`src/hdl/tsloop_pkg.sv`:
```
// Shared constants and carriers for the loop-capable time-slot switch
package tsloop_pkg;
    localparam int NUM_SLOTS = 32;
    localparam int SLOT_W = 5;
    localparam int BITS_PER_SLOT = 8;
    localparam int BIT_CNT_W = 3;
    localparam logic [2:0] LAST_BIT = 3'h7;
    // Access windows inside a slot, in bit periods
    localparam logic [2:0] WR_WINDOW = 3'h7;
    localparam logic [2:0] RD_WINDOW = 3'h0;
    // Command codes written to the access control register
    localparam logic [7:0] CMD_TRISTATE = 8'h60;
    localparam logic [3:0] CMD_CONN_HI = 4'h7;
    localparam logic [3:0] CC_UNASSIGNED = 4'h0;
    localparam logic [3:0] CC_FULL_64K = 4'h1;
    localparam logic [3:0] CC_MAX = 4'h7;
    localparam logic [7:0] TRI_ALL_LOW_Z = 8'h0F;
    localparam logic [7:0] TRI_ALL_HIGH_Z = 8'h00;
    localparam int DIR_BIT = 7;

    // Control memory entry: pointer direction, slot, connection code
    typedef struct packed {
        logic dir;
        logic [SLOT_W-1:0] slot;
        logic [3:0] code;
    } cm_entry_s;

    // Host command bundle
    typedef struct packed {
        logic [7:0] data;
        logic [7:0] addr;
        logic [7:0] ctrl;
    } host_cmd_s;

    // One-hot access phase
    typedef enum logic [2:0] {
        PH_IDLE = 3'b001,
        PH_WRITE = 3'b010,
        PH_READ = 3'b100
    } phase_e;
endpackage

```
`src/hdl/timeslot_loop_switch_delay.sv`:
```
// Time-slot switch core with loop routing, tristate field and frame-delay data memory
`timescale 1ns/1ps
module timeslot_loop_switch_delay
    import tsloop_pkg::*;
#(
    parameter int SLOTS = NUM_SLOTS
)
(
    input wire logic clk,
    input wire logic sys_rst,
    input wire logic frame_sync,
    input wire logic pcm_rx,
    input wire logic cfi_rx,
    input wire host_cmd_s host_cmd,
    input wire logic host_cmd_stb,
    output logic pcm_tx,
    output logic pcm_tx_oe,
    output logic cfi_tx,
    output logic cfi_tx_oe,
    output logic [SLOT_W-1:0] slot_index,
    output logic cmd_done
);

    // Pin synchronisers, first stage read only by the second
    logic [2:0] sync1_reg;
    logic [2:0] sync2_reg;
    always_ff @(posedge clk)
    begin
        if (sys_rst)
        begin
            sync1_reg <= 3'h0;
            sync2_reg <= 3'h0;
        end
        else
        begin
            sync1_reg <= {frame_sync, pcm_rx, cfi_rx};
            sync2_reg <= sync1_reg;
        end
    end
    logic fs_s, pcm_s, cfi_s;
    assign fs_s = sync2_reg[2];
    assign pcm_s = sync2_reg[1];
    assign cfi_s = sync2_reg[0];

    // Decode of a slot pointer into a memory index
    function automatic logic [SLOT_W-1:0] slot_of(input logic [7:0] v);
        slot_of = v[SLOT_W-1:0];
    endfunction

    // Storage: two control memories, two data memories, tristate field
    cm_entry_s cm_up_reg [SLOTS];
    cm_entry_s cm_dn_reg [SLOTS];
    logic [7:0] dm_up_reg [SLOTS];
    logic [7:0] dm_dn_reg [SLOTS];
    logic [3:0] tri_reg [SLOTS];

    // Frame and bit timing
    logic [BIT_CNT_W-1:0] bit_reg, bit_next;
    logic [SLOT_W-1:0] slot_reg, slot_next;
    phase_e phase_reg, phase_next;
    logic fs_d_reg;
    always_comb
    begin
        bit_next = bit_reg + 3'h1;
        slot_next = slot_reg;
        if (bit_reg == LAST_BIT)
            slot_next = slot_reg + 5'h01;
        if (fs_s && !fs_d_reg)
        begin
            bit_next = 3'h0;
            slot_next = 5'h00;
        end
        case (bit_next)
            WR_WINDOW: phase_next = PH_WRITE;
            RD_WINDOW: phase_next = PH_READ;
            default: phase_next = PH_IDLE;
        endcase
    end
    always_ff @(posedge clk)
    begin
        if (sys_rst)
        begin
            bit_reg <= 3'h0;
            slot_reg <= 5'h00;
            phase_reg <= PH_IDLE;
            fs_d_reg <= 1'b0;
        end
        else
        begin
            bit_reg <= bit_next;
            slot_reg <= slot_next;
            phase_reg <= phase_next;
            fs_d_reg <= fs_s;
        end
    end

    // Serial to parallel on both receive sides
    logic [7:0] pcm_sr_reg, pcm_sr_next, up_sr_reg, up_sr_next;
    logic loop_in;
    logic cfi_tx_raw;
    cm_entry_s up_ent;
    cm_entry_s up_in_ent;
    assign up_ent = cm_up_reg[slot_reg];
    // Bit being shifted in belongs to the slot being entered, not the one left
    assign up_in_ent = cm_up_reg[slot_next];
    always_comb
    begin
        // leading-0 pointer loops internal downstream output upstream
        loop_in = up_in_ent.dir ? cfi_s : cfi_tx_raw;
        pcm_sr_next = {pcm_sr_reg[6:0], pcm_s};
        up_sr_next = {up_sr_reg[6:0], loop_in};
    end
    always_ff @(posedge clk)
    begin
        if (sys_rst)
        begin
            pcm_sr_reg <= 8'h00;
            up_sr_reg <= 8'h00;
        end
        else
        begin
            pcm_sr_reg <= pcm_sr_next;
            up_sr_reg <= up_sr_next;
        end
    end

    // Parallel to serial on both transmit sides
    logic [7:0] pcm_out_reg, pcm_out_next, cfi_out_reg, cfi_out_next;
    logic pcm_tx_next, pcm_oe_next, cfi_tx_next, cfi_oe_next;
    cm_entry_s dn_ent;
    logic [SLOT_W-1:0] rd_slot;
    assign dn_ent = cm_dn_reg[slot_next];
    assign rd_slot = slot_next;
    // Loop taps the bit about to be launched so it lines up with the pin samples
    assign cfi_tx_raw = cfi_out_next[LAST_BIT];
    always_comb
    begin
        pcm_out_next = {pcm_out_reg[6:0], 1'b0};
        cfi_out_next = {cfi_out_reg[6:0], 1'b0};
        // read after write sees this frame; before sees last frame
        if (phase_next == PH_READ)
        begin
            pcm_out_next = dm_up_reg[rd_slot];
            // upstream pointer reads upstream memory; index same
            if (dn_ent.dir)
                cfi_out_next = dm_up_reg[dn_ent.slot];
            else
                cfi_out_next = dm_dn_reg[dn_ent.slot];
        end
        pcm_tx_next = pcm_out_next[LAST_BIT];
        cfi_tx_next = cfi_out_next[LAST_BIT];
        // bit-pair tristate field
        // MSB leaves first, so bit period 0 uses the top pair flag
        pcm_oe_next = tri_reg[rd_slot][~bit_next[2:1]];
        // code 0000 keeps interface output disabled
        cfi_oe_next = (dn_ent.code != CC_UNASSIGNED);
    end
    always_ff @(posedge clk)
    begin
        if (sys_rst)
        begin
            pcm_out_reg <= 8'h00;
            cfi_out_reg <= 8'h00;
            pcm_tx <= 1'b0;
            pcm_tx_oe <= 1'b0;
            cfi_tx <= 1'b0;
            cfi_tx_oe <= 1'b0;
            slot_index <= 5'h00;
        end
        else
        begin
            pcm_out_reg <= pcm_out_next;
            cfi_out_reg <= cfi_out_next;
            pcm_tx <= pcm_tx_next;
            pcm_tx_oe <= pcm_oe_next;
            cfi_tx <= cfi_tx_next;
            cfi_tx_oe <= cfi_oe_next;
            slot_index <= slot_reg;
        end
    end

    // Host command decode; host_cmd_stb executes the command in the control byte
    logic is_tri, is_conn, up_sel, done_next;
    cm_entry_s new_ent;
    always_comb
    begin
        is_tri = host_cmd_stb && (host_cmd.ctrl == CMD_TRISTATE);
        // connection command 0111 cccc, codes up to 0111
        is_conn = host_cmd_stb && (host_cmd.ctrl[7:4] == CMD_CONN_HI) && (host_cmd.ctrl[3:0] <= CC_MAX);
        // address direction bit picks upstream memory
        up_sel = host_cmd.addr[DIR_BIT];
        new_ent.dir = host_cmd.data[DIR_BIT];
        new_ent.slot = slot_of(host_cmd.data);
        new_ent.code = host_cmd.ctrl[3:0];
        done_next = is_tri || is_conn;
    end

    // Memory writes: data memories only in the write window
    genvar gi;
    generate
        for (gi = 0; gi < SLOTS; gi++)
        begin : g_mem
            always_ff @(posedge clk)
            begin
                if (sys_rst)
                begin
                    cm_up_reg[gi] <= '0;
                    cm_dn_reg[gi] <= '0;
                    tri_reg[gi] <= TRI_ALL_HIGH_Z[3:0];
                    dm_up_reg[gi] <= 8'h00;
                    dm_dn_reg[gi] <= 8'h00;
                end
                else
                begin
                    if (is_conn && slot_of(host_cmd.addr) == gi && up_sel)
                        cm_up_reg[gi] <= new_ent;
                    if (is_conn && slot_of(host_cmd.addr) == gi && !up_sel)
                        cm_dn_reg[gi] <= new_ent;
                    if (is_tri && slot_of(host_cmd.addr) == gi)
                        tri_reg[gi] <= host_cmd.data[3:0];
                    // write in window; single frame storage
                    // Shift register holds the whole slot while bit 7 stands
                    if (phase_reg == PH_WRITE && slot_reg == gi)
                        dm_dn_reg[gi] <= pcm_sr_reg;
                    // Unassigned interface slots must not overwrite a live location
                    if (phase_reg == PH_WRITE && up_ent.slot == gi && up_ent.code != CC_UNASSIGNED)
                        dm_up_reg[gi] <= up_sr_reg;
                end
            end
        end
    endgenerate

    always_ff @(posedge clk)
    begin
        if (sys_rst)
            cmd_done <= 1'b0;
        else
            cmd_done <= done_next;
    end

    // Checks
    property p_tri_write;
        @(posedge clk) disable iff (sys_rst)
        is_tri |=> tri_reg[$past(host_cmd.addr[SLOT_W-1:0])] == $past(host_cmd.data[3:0]);
    endproperty
    a_tri_write: assert property (p_tri_write) else $error("tristate field not written");
    property p_done;
        @(posedge clk) disable iff (sys_rst)
        (is_conn || is_tri) |=> cmd_done;
    endproperty
    a_done: assert property (p_done) else $error("command not acknowledged");
    property p_cfi_oe;
        @(posedge clk) disable iff (sys_rst)
        (dn_ent.code == CC_UNASSIGNED) |=> !cfi_tx_oe;
    endproperty
    a_cfi_oe: assert property (p_cfi_oe) else $error("output enabled for unassigned code");
    property p_window;
        @(posedge clk) disable iff (sys_rst)
        (phase_reg == PH_WRITE) |-> (bit_reg == WR_WINDOW);
    endproperty
    a_window: assert property (p_window) else $error("write outside window");
    property p_conn_up;
        @(posedge clk) disable iff (sys_rst)
        (is_conn && up_sel) |=> cm_up_reg[$past(host_cmd.addr[SLOT_W-1:0])].dir == $past(host_cmd.data[DIR_BIT]);
    endproperty
    a_conn_up: assert property (p_conn_up) else $error("upstream entry not written");
    property p_conn_dn;
        @(posedge clk) disable iff (sys_rst)
        (is_conn && !up_sel) |=> cm_dn_reg[$past(host_cmd.addr[SLOT_W-1:0])].code == $past(host_cmd.ctrl[3:0]);
    endproperty
    a_conn_dn: assert property (p_conn_dn) else $error("downstream entry not written");
    property p_serial;
        @(posedge clk) disable iff (sys_rst)
        (phase_next != PH_READ) |=> pcm_out_reg == {$past(pcm_out_reg[6:0]), 1'b0};
    endproperty
    a_serial: assert property (p_serial) else $error("transmit shift broken");
    property p_slot_adv;
        @(posedge clk) disable iff (sys_rst)
        (bit_reg == LAST_BIT && !(fs_s && !fs_d_reg)) |=> slot_reg == $past(slot_reg) + 5'h01;
    endproperty
    a_slot_adv: assert property (p_slot_adv) else $error("slot counter stuck");
endmodule

```
`config.mk`:
```
export PLATFORM = sky130hd
export DESIGN_NAME = timeslot_loop_switch_delay
export DESIGN_NICKNAME = d
export VERILOG_FILES = /design/src/hdl/tsloop_pkg.sv /design/src/hdl/timeslot_loop_switch_delay.sv
export SDC_FILE = /design/constraint.sdc
export NUM_CORES = 2
export LEC_CHECK = 0
export ABC_AREA = 1
export BUFFER_PORTS_ARGS = -buffer_cell sky130_fd_sc_hd__buf_2
export CORE_MARGIN = 1
export CORE_UTILIZATION = 58
export CTS_BUF_LIST = sky130_fd_sc_hd__clkbuf_4 sky130_fd_sc_hd__clkbuf_8 sky130_fd_sc_hd__clkbuf_16
export DETAILED_ROUTE_END_ITERATION = 6
export HOLD_SLACK_MARGIN = 0.02
export PLACE_DENSITY = 0.77
export SETUP_SLACK_MARGIN = 0.15
export SLEW_MARGIN = 40
export SYNTH_ARGS = -nofsm -noshare
export SYNTH_HDL_FRONTEND = slang
export SYNTH_SLANG_ARGS = --single-unit
export TNS_END_PERCENT = 20
```
`constraint.sdc`:
```
create_clock -name clk -period 3.2 [get_ports clk]
set_clock_uncertainty 0.05 [all_clocks]
set_input_delay 0 -clock clk [delete_from_list [all_inputs] [get_ports clk]]
set_output_delay 0 -clock clk [all_outputs]
set_load 0.02 [all_outputs]
```
# After elaboration in Yosys (flattened, before gate mapping)
# Memories as Yosys holds them, arrays and structs flattened. A register that Yosys moved wholly into a read port is not among the register bits.
# Cells that the tools add are included.
[word_totals] reg_bits=58 ram_bits=1280 word_cells=1179 n_memories=5
[classes] add_sub_neg=2 order_cmp=2 eq_ne=99 muxes=653 bitwise_logic=162 n_reduce_logical=238
[memory_table] memory="cm_dn_reg" words=32 width=10 rd=1 rd_ports_with_merged_regs=0 write_ports=32 line_no="timeslot_loop_switch_delay.sv:52" rtl="cm_entry_s cm_dn_reg [SLOTS];"
[memory_table] memory="cm_up_reg" words=32 width=10 rd=2 rd_ports_with_merged_regs=1 write_ports=32 line_no="timeslot_loop_switch_delay.sv:51" rtl="cm_entry_s cm_up_reg [SLOTS];"
[memory_table] memory="dm_dn_reg" words=32 width=8 rd=1 rd_ports_with_merged_regs=0 write_ports=32 line_no="timeslot_loop_switch_delay.sv:54" rtl="logic [7:0] dm_dn_reg [SLOTS];"
[memory_table] memory="dm_up_reg" words=32 width=8 rd=2 rd_ports_with_merged_regs=0 write_ports=32 line_no="timeslot_loop_switch_delay.sv:53" rtl="logic [7:0] dm_up_reg [SLOTS];"
[memory_table] memory="tri_reg" words=32 width=4 rd=1 rd_ports_with_merged_regs=0 write_ports=32 line_no="timeslot_loop_switch_delay.sv:55" rtl="logic [3:0] tri_reg [SLOTS];"
[ops] operator="2-to-1 mux 10 bit" n=64
[ops] operator="2-to-1 mux 8 bit" n=67
[ops] operator="2-to-1 mux 1 bit" n=484
[ops] operator="== test 5 bit, second input constant" n=48
[ops] operator="logical AND 1 bit" n=228
[ops] operator="bitwise OR 1 bit" n=160
[ops] operator="2-to-1 mux 4 bit" n=32
[ops] operator="== test 5 x 4 -> 1 bit, second input constant" n=24
[ops] operator="== test 5 x 3 -> 1 bit, second input constant" n=12
[ops] operator="== test 5 x 2 -> 1 bit, second input constant" n=6
[ops] operator="== test 5 x 1 -> 1 bit, second input constant" n=3
[ops] operator="zero test 5 bit" n=3
[ops] operator="2-to-1 mux 5 bit" n=3
[ops] operator="== test 3 bit, second input constant" n=3
[ops] operator="== test 8 x 7 -> 1 bit, second input constant" n=1
[ops] operator="nonzero test 4 bit" n=2
[ops] operator="one-hot mux 3 bit (2 select lines)" n=1
[ops] operator="adder 5 x 1 -> 5 bit, second input constant" n=1
[ops] operator="== test 4 x 3 -> 1 bit, second input constant" n=1
[ops] operator="<= comparator 4 x 3 -> 1 bit, second input constant" n=1
[ops] operator="adder 3 x 1 -> 3 bit, second input constant" n=1
[ops] operator="== test 3 x 2 -> 1 bit, second input constant" n=1
[ops] operator="zero test 3 bit" n=1
[ops] operator="< comparator 2 x 3 -> 1 bit, second input constant" n=1
[ops] operator="7 further kinds" n=8

# Logic depth before layout (Yosys ltp)
[depth] depth_word=9 mapped_depth=27 ltp_nobuf=23

# Worst setup path after synthesis
# OpenSTA, ideal clock, no wires.
[synth_timing] path_type="flip-flop to flip-flop" start="register slot_reg[0]" end="register cfi_out_reg[3]" setup_time_ps=109 arrival_ps=3341 required_time_ps=3041 slack_ps=-300 stages_incl_launch_ff=27 path_cell_list="dfxtp_1 -> buf_6 -> inv_4 -> clkbuf_1 -> clkbuf_1 -> ha_1 -> inv_1 -> nand2_1 -> nand3_2 -> clkinv_1 -> buf_2 -> buf_6 -> nand3_1 -> nand3_1 -> nand3_1 -> nand2_1 -> nand2_1 -> o21ai_1 -> inv_2 -> clkbuf_1 -> o211ai_1 -> nand3_1 -> nand3_1 -> nand3_1 -> nand3_1 -> nand2_1 -> inv_1"
[synth_via] elab_chain_len=7 elab_cells_between_ends=8
[synth_rtl] element="start: declaration" line_no="timeslot_loop_switch_delay.sv:59" rtl="logic [SLOT_W-1:0] slot_reg, slot_next;"
[synth_rtl] element="start signal: assignment" line_no="timeslot_loop_switch_delay.sv:91" rtl="slot_reg <= slot_next;"
[synth_rtl] element="adder 5 x 1 -> 5 bit" line_no="timeslot_loop_switch_delay.sv:67" rtl="slot_next = slot_reg + 5'h01;"
[synth_rtl] element="2-to-1 mux 5 bit (*)" line_no="timeslot_loop_switch_delay.sv:66" rtl="if (bit_reg == LAST_BIT)"
[synth_rtl] element="2-to-1 mux 5 bit (*)" line_no="timeslot_loop_switch_delay.sv:68" rtl="if (fs_s && !fs_d_reg)"
[synth_rtl] element="memory (32 x 10 bit) (*)"
[synth_rtl] element="memory (32 x 8 bit) (on tied branches)"
[synth_rtl] element="2-to-1 mux 8 bit (*)" line_no="timeslot_loop_switch_delay.sv:145" rtl="if (dn_ent.dir)"
[synth_rtl] element="2-to-1 mux 8 bit (*)" line_no="timeslot_loop_switch_delay.sv:141" rtl="if (phase_next == PH_READ)"
[synth_rtl] element="end signal: assignment" line_no="timeslot_loop_switch_delay.sv:173" rtl="cfi_out_reg <= cfi_out_next;"
[synth_rtl] element="end: declaration" line_no="timeslot_loop_switch_delay.sv:128" rtl="logic [7:0] pcm_out_reg, pcm_out_next, cfi_out_reg, cfi_out_next;"
# Every way passes the cells marked *; elsewhere a longest branch is shown, timed or not.
# A chain may end at the register's enable or synchronous reset.

# Worst setup path after layout
[layout_timing] start="register bit_reg[0]" end="register cfi_out_reg[2]"
[layout_via] elab_chain_len=7 elab_cells_between_ends=14
[layout_rtl] element="start: declaration" line_no="timeslot_loop_switch_delay.sv:58" rtl="logic [BIT_CNT_W-1:0] bit_reg, bit_next;"
[layout_rtl] element="start signal: assignment" line_no="timeslot_loop_switch_delay.sv:90" rtl="bit_reg <= bit_next;"
[layout_rtl] element="== test 3 bit" line_no="timeslot_loop_switch_delay.sv:66"
[layout_rtl] element="2-to-1 mux 5 bit" line_no="timeslot_loop_switch_delay.sv:66"
[layout_rtl] element="2-to-1 mux 5 bit" line_no="timeslot_loop_switch_delay.sv:68"
[layout_rtl] element="memory (32 x 10 bit)"
[layout_rtl] element="memory (32 x 8 bit) (on tied branches)"
[layout_rtl] element="2-to-1 mux 8 bit" line_no="timeslot_loop_switch_delay.sv:145"
[layout_rtl] element="2-to-1 mux 8 bit (*)" line_no="timeslot_loop_switch_delay.sv:141"
# Marked as above.

==> flow_summary.html <==
<table>
<tr><th>Metric</th><th>Value</th></tr>
<tr><th colspan="2">Routing</th></tr>
<tr><td>Violation count after the first detailed-route iteration</td><td>8456</td></tr>
<tr><td>Wire length per cell</td><td>24.30 um</td></tr>
<tr><td>Avg Vias per Cell</td><td>6.403</td></tr>
<tr><td>Number of design rule violations left after detail routing</td><td>1</td></tr>
<tr><td>Routed via count</td><td>51300</td></tr>
<tr><td>DRT Pass-1 Iters</td><td>7</td></tr>
<tr><td>Antenna-violating nets left</td><td>0</td></tr>
<tr><td>Routed WL</td><td>194.7 mm</td></tr>
<tr><th colspan="2">Critical path</th></tr>
<tr><td>CP Capture Type</td><td>register</td></tr>
<tr><td>Depth of the most critical reg-to-reg path</td><td>24</td></tr>
<tr><td>Cells along the critical path</td><td>ha_4 -&gt; ha_4 -&gt; nand2_4 -&gt; nand3_4 -&gt; buf_12 -&gt; buf_16 -&gt; nand2_1 -&gt; nand3_1 -&gt; nand3_1 -&gt; nand3_2 -&gt; nand3_4 -&gt; nand2_8 -&gt; buf_12 -&gt; bufbuf_16 -&gt; o21ai_1 -&gt; inv_1 -&gt; o21ai_0 -&gt; nand3_1 -&gt; nand3_2 -&gt; nand3_2 -&gt; nand3_1 -&gt; nand3_1 -&gt; nand2_1 -&gt; inv_1</td></tr>
<tr><td>Type of the setup path with the least slack</td><td>register to register</td></tr>
<tr><td>Launch point of the worst path</td><td>bit_reg[0]$_SDFF_PP0_</td></tr>
<tr><td>CP max-delay cell</td><td>dfxtp_2</td></tr>
<tr><td>Cell type group with the largest total delay on the critical path</td><td>simple AND/OR/NAND/NOR gates</td></tr>
<tr><td>Max FO, Critical Path</td><td>15</td></tr>
<tr><td>Delay of the slowest critical-path stage</td><td>0.33 ns</td></tr>
<tr><td>Critical R2R Capture</td><td>cfi_out_reg[2]$_SDFF_PP0_</td></tr>
<tr><td>Slack of the worst reg-to-reg path</td><td>-0.35 ns</td></tr>
<tr><td>Worst setup SP type</td><td>register</td></tr>
<tr><td>Required time at the endpoint of the critical path</td><td>3.82 ns</td></tr>
<tr><td>Cell type with the highest occurrence count on the critical path</td><td>nand3_1</td></tr>
<tr><td>Critical R2R Launch</td><td>bit_reg[0]$_SDFF_PP0_</td></tr>
<tr><td>Worst Path Buf+Inv</td><td>6</td></tr>
<tr><td>Worst Path Arrival</td><td>4.16 ns</td></tr>
<tr><th colspan="2">Logic synthesis</th></tr>
<tr><td>Synth warn</td><td>0</td></tr>
<tr><td>Netlist cell types</td><td>56</td></tr>
<tr><td>Cells after Synth</td><td>6245</td></tr>
<tr><td>Cell accounting for the most synthesized area</td><td>edfxtp_1</td></tr>
<tr><td>Average size of a mapped cell</td><td>9.901 um2</td></tr>
<tr><td>Yosys top cell area share</td><td>62.16%</td></tr>
<tr><td>Synthesized area</td><td>0.06183 mm2</td></tr>
<tr><td>Seq cells post-synth</td><td>1338</td></tr>
<tr><td>Sequential area share after synthesis</td><td>64.04%</td></tr>
<tr><td>Cells taking the most area after synthesis</td><td>edfxtp_1 62%, nor2_1 10%, nand2_1 4.8%, nand3_1 4.5%, o21ai_0 3.0%</td></tr>
<tr><th colspan="2">Clock tree</th></tr>
<tr><td>Post-CTS clock slew at the launch and capture registers of the worst setup and hold paths</td><td>0.06 ns</td></tr>
<tr><td>Clock tree from TritonCTS</td><td>yes</td></tr>
<tr><td>Number of sinks on the clock net</td><td>1338</td></tr>
<tr><td>Level count of the clock H-tree</td><td>4</td></tr>
<tr><td>Skew-Pair Late Insertion Delay</td><td>0.78 ns</td></tr>
<tr><td>Inserted Clock Buffers</td><td>139</td></tr>
<tr><td>Buffer levels on the longest clock path</td><td>3</td></tr>
<tr><td>Root Buffer</td><td>clkbuf_16</td></tr>
<tr><th colspan="2">GRT</th></tr>
<tr><td>Antenna violations before repair</td><td>2</td></tr>
<tr><td>Maximum number of pins on one net before global-route repair</td><td>173</td></tr>
<tr><td>Grt ovf</td><td>0</td></tr>
<tr><td>Global router's overall resource usage</td><td>34.52%</td></tr>
<tr><td>Number of global-route vias before repair</td><td>47660</td></tr>
<tr><td>First-pass GRT wire length</td><td>281.5 mm</td></tr>
<tr><th colspan="2">Final layout</th></tr>
<tr><td>Synth-to-Final Area Change</td><td>19.02%</td></tr>
<tr><td>Fraction of final layout cells sized beyond drive strength 1</td><td>15.91%</td></tr>
<tr><td>Final std cell area, no fill</td><td>0.07359 mm2</td></tr>
<tr><td>Antenna cell count</td><td>0</td></tr>
<tr><td># nets final</td><td>6550</td></tr>
<tr><td>Area of the multi-input gates</td><td>0.02052 mm2</td></tr>
<tr><td>FF/Latch Area</td><td>0.03961 mm2</td></tr>
<tr><td>Number of fill cells</td><td>7161</td></tr>
<tr><td>Commonest cells after routing, fill and taps aside</td><td>1616 x nor2_1, 1280 x edfxtp_1, 750 x nand2_1, 476 x nand3_1, 325 x o21ai_0</td></tr>
<tr><td>Most frequent standard cell in the layout excluding fill and tap cells</td><td>nor2_1</td></tr>
<tr><th colspan="2">Floorplanning</th></tr>
<tr><td>Initial standard-cell utilization of the core</td><td>58.65%</td></tr>
<tr><td>Top Ports</td><td>40</td></tr>
<tr><td>Std-Cell Rows</td><td>119</td></tr>
<tr><td>Die extent in y</td><td>328.5 um</td></tr>
<tr><td>Width of the die</td><td>328.5 um</td></tr>
<tr><td>Area of the core region</td><td>0.1054 mm2</td></tr>
<tr><td>Total die area</td><td>0.1079 mm2</td></tr>
<tr><th colspan="2">Power and ir drop</th></tr>
<tr><td>Sequential cell fraction of total power</td><td>51.1%</td></tr>
<tr><td>Worst-case vdd ir drop</td><td>0.5127 mV</td></tr>
<tr><td>Internal power contribution</td><td>30.23 mW</td></tr>
<tr><td>Sw frac</td><td>23.54%</td></tr>
<tr><td>Sw Pwr</td><td>9.306 mW</td></tr>
<tr><td>Leakage power of the design</td><td>27.35 nW</td></tr>
<tr><td>Power density over the cells</td><td>537.2 mW/mm2</td></tr>
<tr><td>Comb pwr share</td><td>7.8%</td></tr>
<tr><td>Part of the power in the clock network</td><td>41.1%</td></tr>
<tr><th colspan="2">Timing</th></tr>
<tr><td>Unrepaired setup endpoints after global routing</td><td>yes</td></tr>
<tr><td>Worst Setup Slack, final</td><td>-0.3479 ns</td></tr>
<tr><td>Top achievable clock speed</td><td>0.2819 GHz</td></tr>
<tr><td>Fin crit period</td><td>3.548 ns</td></tr>
<tr><td>Slew at the pin closest to its max-slew limit</td><td>0.9312 ns</td></tr>
<tr><td>Fin. Hold Viols</td><td>0</td></tr>
<tr><td>Max-Slew Margin vs Limit</td><td>37.85%</td></tr>
<tr><td>Final clock period utilization by the worst path</td><td>110.9%</td></tr>
<tr><td>Final number of max-transition violations</td><td>0</td></tr>
<tr><td>Final setup viols</td><td>249</td></tr>
<tr><th colspan="2">Placement</th></tr>
<tr><td>HPWL Detailed</td><td>118.0 mm</td></tr>
<tr><td>Quantity of I/O buffers inserted on ports</td><td>35</td></tr>
<tr><td>Gpl congestion</td><td>0.9874</td></tr>
<tr><td>Pre-CTS setup slack</td><td>-0.5962 ns</td></tr>
<tr><td>Cell area reported after detailed placement</td><td>0.06595 mm2</td></tr>
<tr><th colspan="2">Worst hold path</th></tr>
<tr><td>Launch point of the worst hold path</td><td>host_cmd[12]</td></tr>
<tr><td>Hold Path Class</td><td>input pin to register</td></tr>
<tr><td>Worst hold path depth</td><td>4</td></tr>
<tr><td>Worst Hold Endpoint</td><td>tri_reg[8][3]$_SDFFCE_PN0P_</td></tr>
<tr><th colspan="2">Status</th></tr>
<tr><td>Status</td><td>finished, violations left</td></tr>
<tr><td>Violations in the final reports</td><td>design-rule violations, negative setup slack</td></tr>
<tr><th colspan="2">Flow run</th></tr>
<tr><td># Max-Cap Violations</td><td>0</td></tr>
</table>
-- worst max-delay path by stage --
stage	slack, ns	to	depth (start not counted)
floorplan	0.07	dm_up_reg[5][0]$_SDFFCE_PN0P_	12
global placement	-0.53	up_sr_reg[0]$_SDFF_PP0_	22
detailed placement	-0.60	up_sr_reg[0]$_SDFF_PP0_	21
CTS	-0.20	cfi_out_reg[2]$_SDFF_PP0_	25
global route	-0.47	cfi_out_reg[5]$_SDFF_PP0_	24
finish	-0.35	cfi_out_reg[2]$_SDFF_PP0_	24
-- power by group through the flow --
stage | logic [mW] | clock network (mW) | registers [mW]
3_3_place_gp | 2.56 | 0 | 20.5
6_report | 3.08 | 16.2 | 20.2
3_5_place_dp | 2.60 | 0 | 20.5
4_1_cts | 2.84 | 16.2 | 20.2
5_1_grt | 3.23 | 16.8 | 20.3
2_1_floorplan | 1.55 | 0 | 20.4
-- cells in the mapped netlist (all sizes together) --
cell type  instances
clkbuf           283
o31ai              2
buf              193
or2               58
a211oi            11
nor3              34
o22ai             42
a22o               1
clkinv             8
edfxtp          1280
a21oi            188
ha                 8
nor4              18
o21ai            442
nand3b            25
o21bai            12
conb               1
o41ai             27
o211a              1
inv              251
dfxtp             58
a22oi              8
o21a               1
nor3b              1
nand3            563
nand2            789
a221oi            12
o211ai           164
nor2            1645
o32ai              1
or3                1
a21boi             1
a32oi             18
o221ai             4
o2111ai            2
nand4             75
a311oi             3
a31oi              4
a32o              10
-- through the flow --
step	power [mW]	instances	util (%)	hold WS, ns	setup TNS [ns]
after CTS	39.22	7979	68.43	0.02279	-2.507
after detailed placement	23.14	7660	62.57	0.1738	-128.99
final	39.54	8011	69.81	0.09723	-17.46
after global placement	23.07	7660	62.55	0.1611	-104.07
after floorplan	21.99	6308	-	0.05697	0
after global routing	40.32	8011	69.81	0.1010	-27.64
-- metal layers --
metal	share of wire, %	track usage, %
met2	46	54.60
met3	14	6.820
met1	34	44.88
met4	6.7	19.25
met5	0.0098	0
-- repair_timing --
| action | CTS | global route |
|---|---|---|
| setup endpoints to repair | 528 | 531 |
| buffers inserted | 34 | 14 |
| cloned | 12 | 18 |
| hold endpoints to repair | 476 | 0 |
| hold buffers | 24 | 0 |
| resized for setup | 175 | 243 |
| pin swaps | 45 | 44 |
-- logic make-up (layout without fill, tap and decap cells) --
group           count (synthesis)  in the layout  share of synthesized area (%)
simple gates                 3209           3209                          21.62
flops                        1338           1338                          64.04
buf+inv                       735           1047                          5.018
compound gates                954            954                          9.153
other cells                     1             64                       0.006065
fa+ha+maj                       8              8                         0.1619
-- worst reg2reg max path: cells and delay by family (launching register included) --
family,cells,cell delay (ns)
buf+inv,6,0.90
fa+ha+maj,2,0.35
flops,1,0.33
simple gates,14,1.60
compound gates,2,0.21
-- cell type report --
| type | instances | area share [%] |
|---|---|---|
| tap | 1391 | 2.365 |
| sequential | 1338 | 53.82 |
| clock inverter | 62 | 0.8535 |
| multi-input combinational | 4235 | 27.89 |
| inverter | 259 | 1.404 |
| clock buffer | 187 | 5.315 |
| timing repair buffer | 539 | 8.350 |
Power figures use the tool's default switching activity.
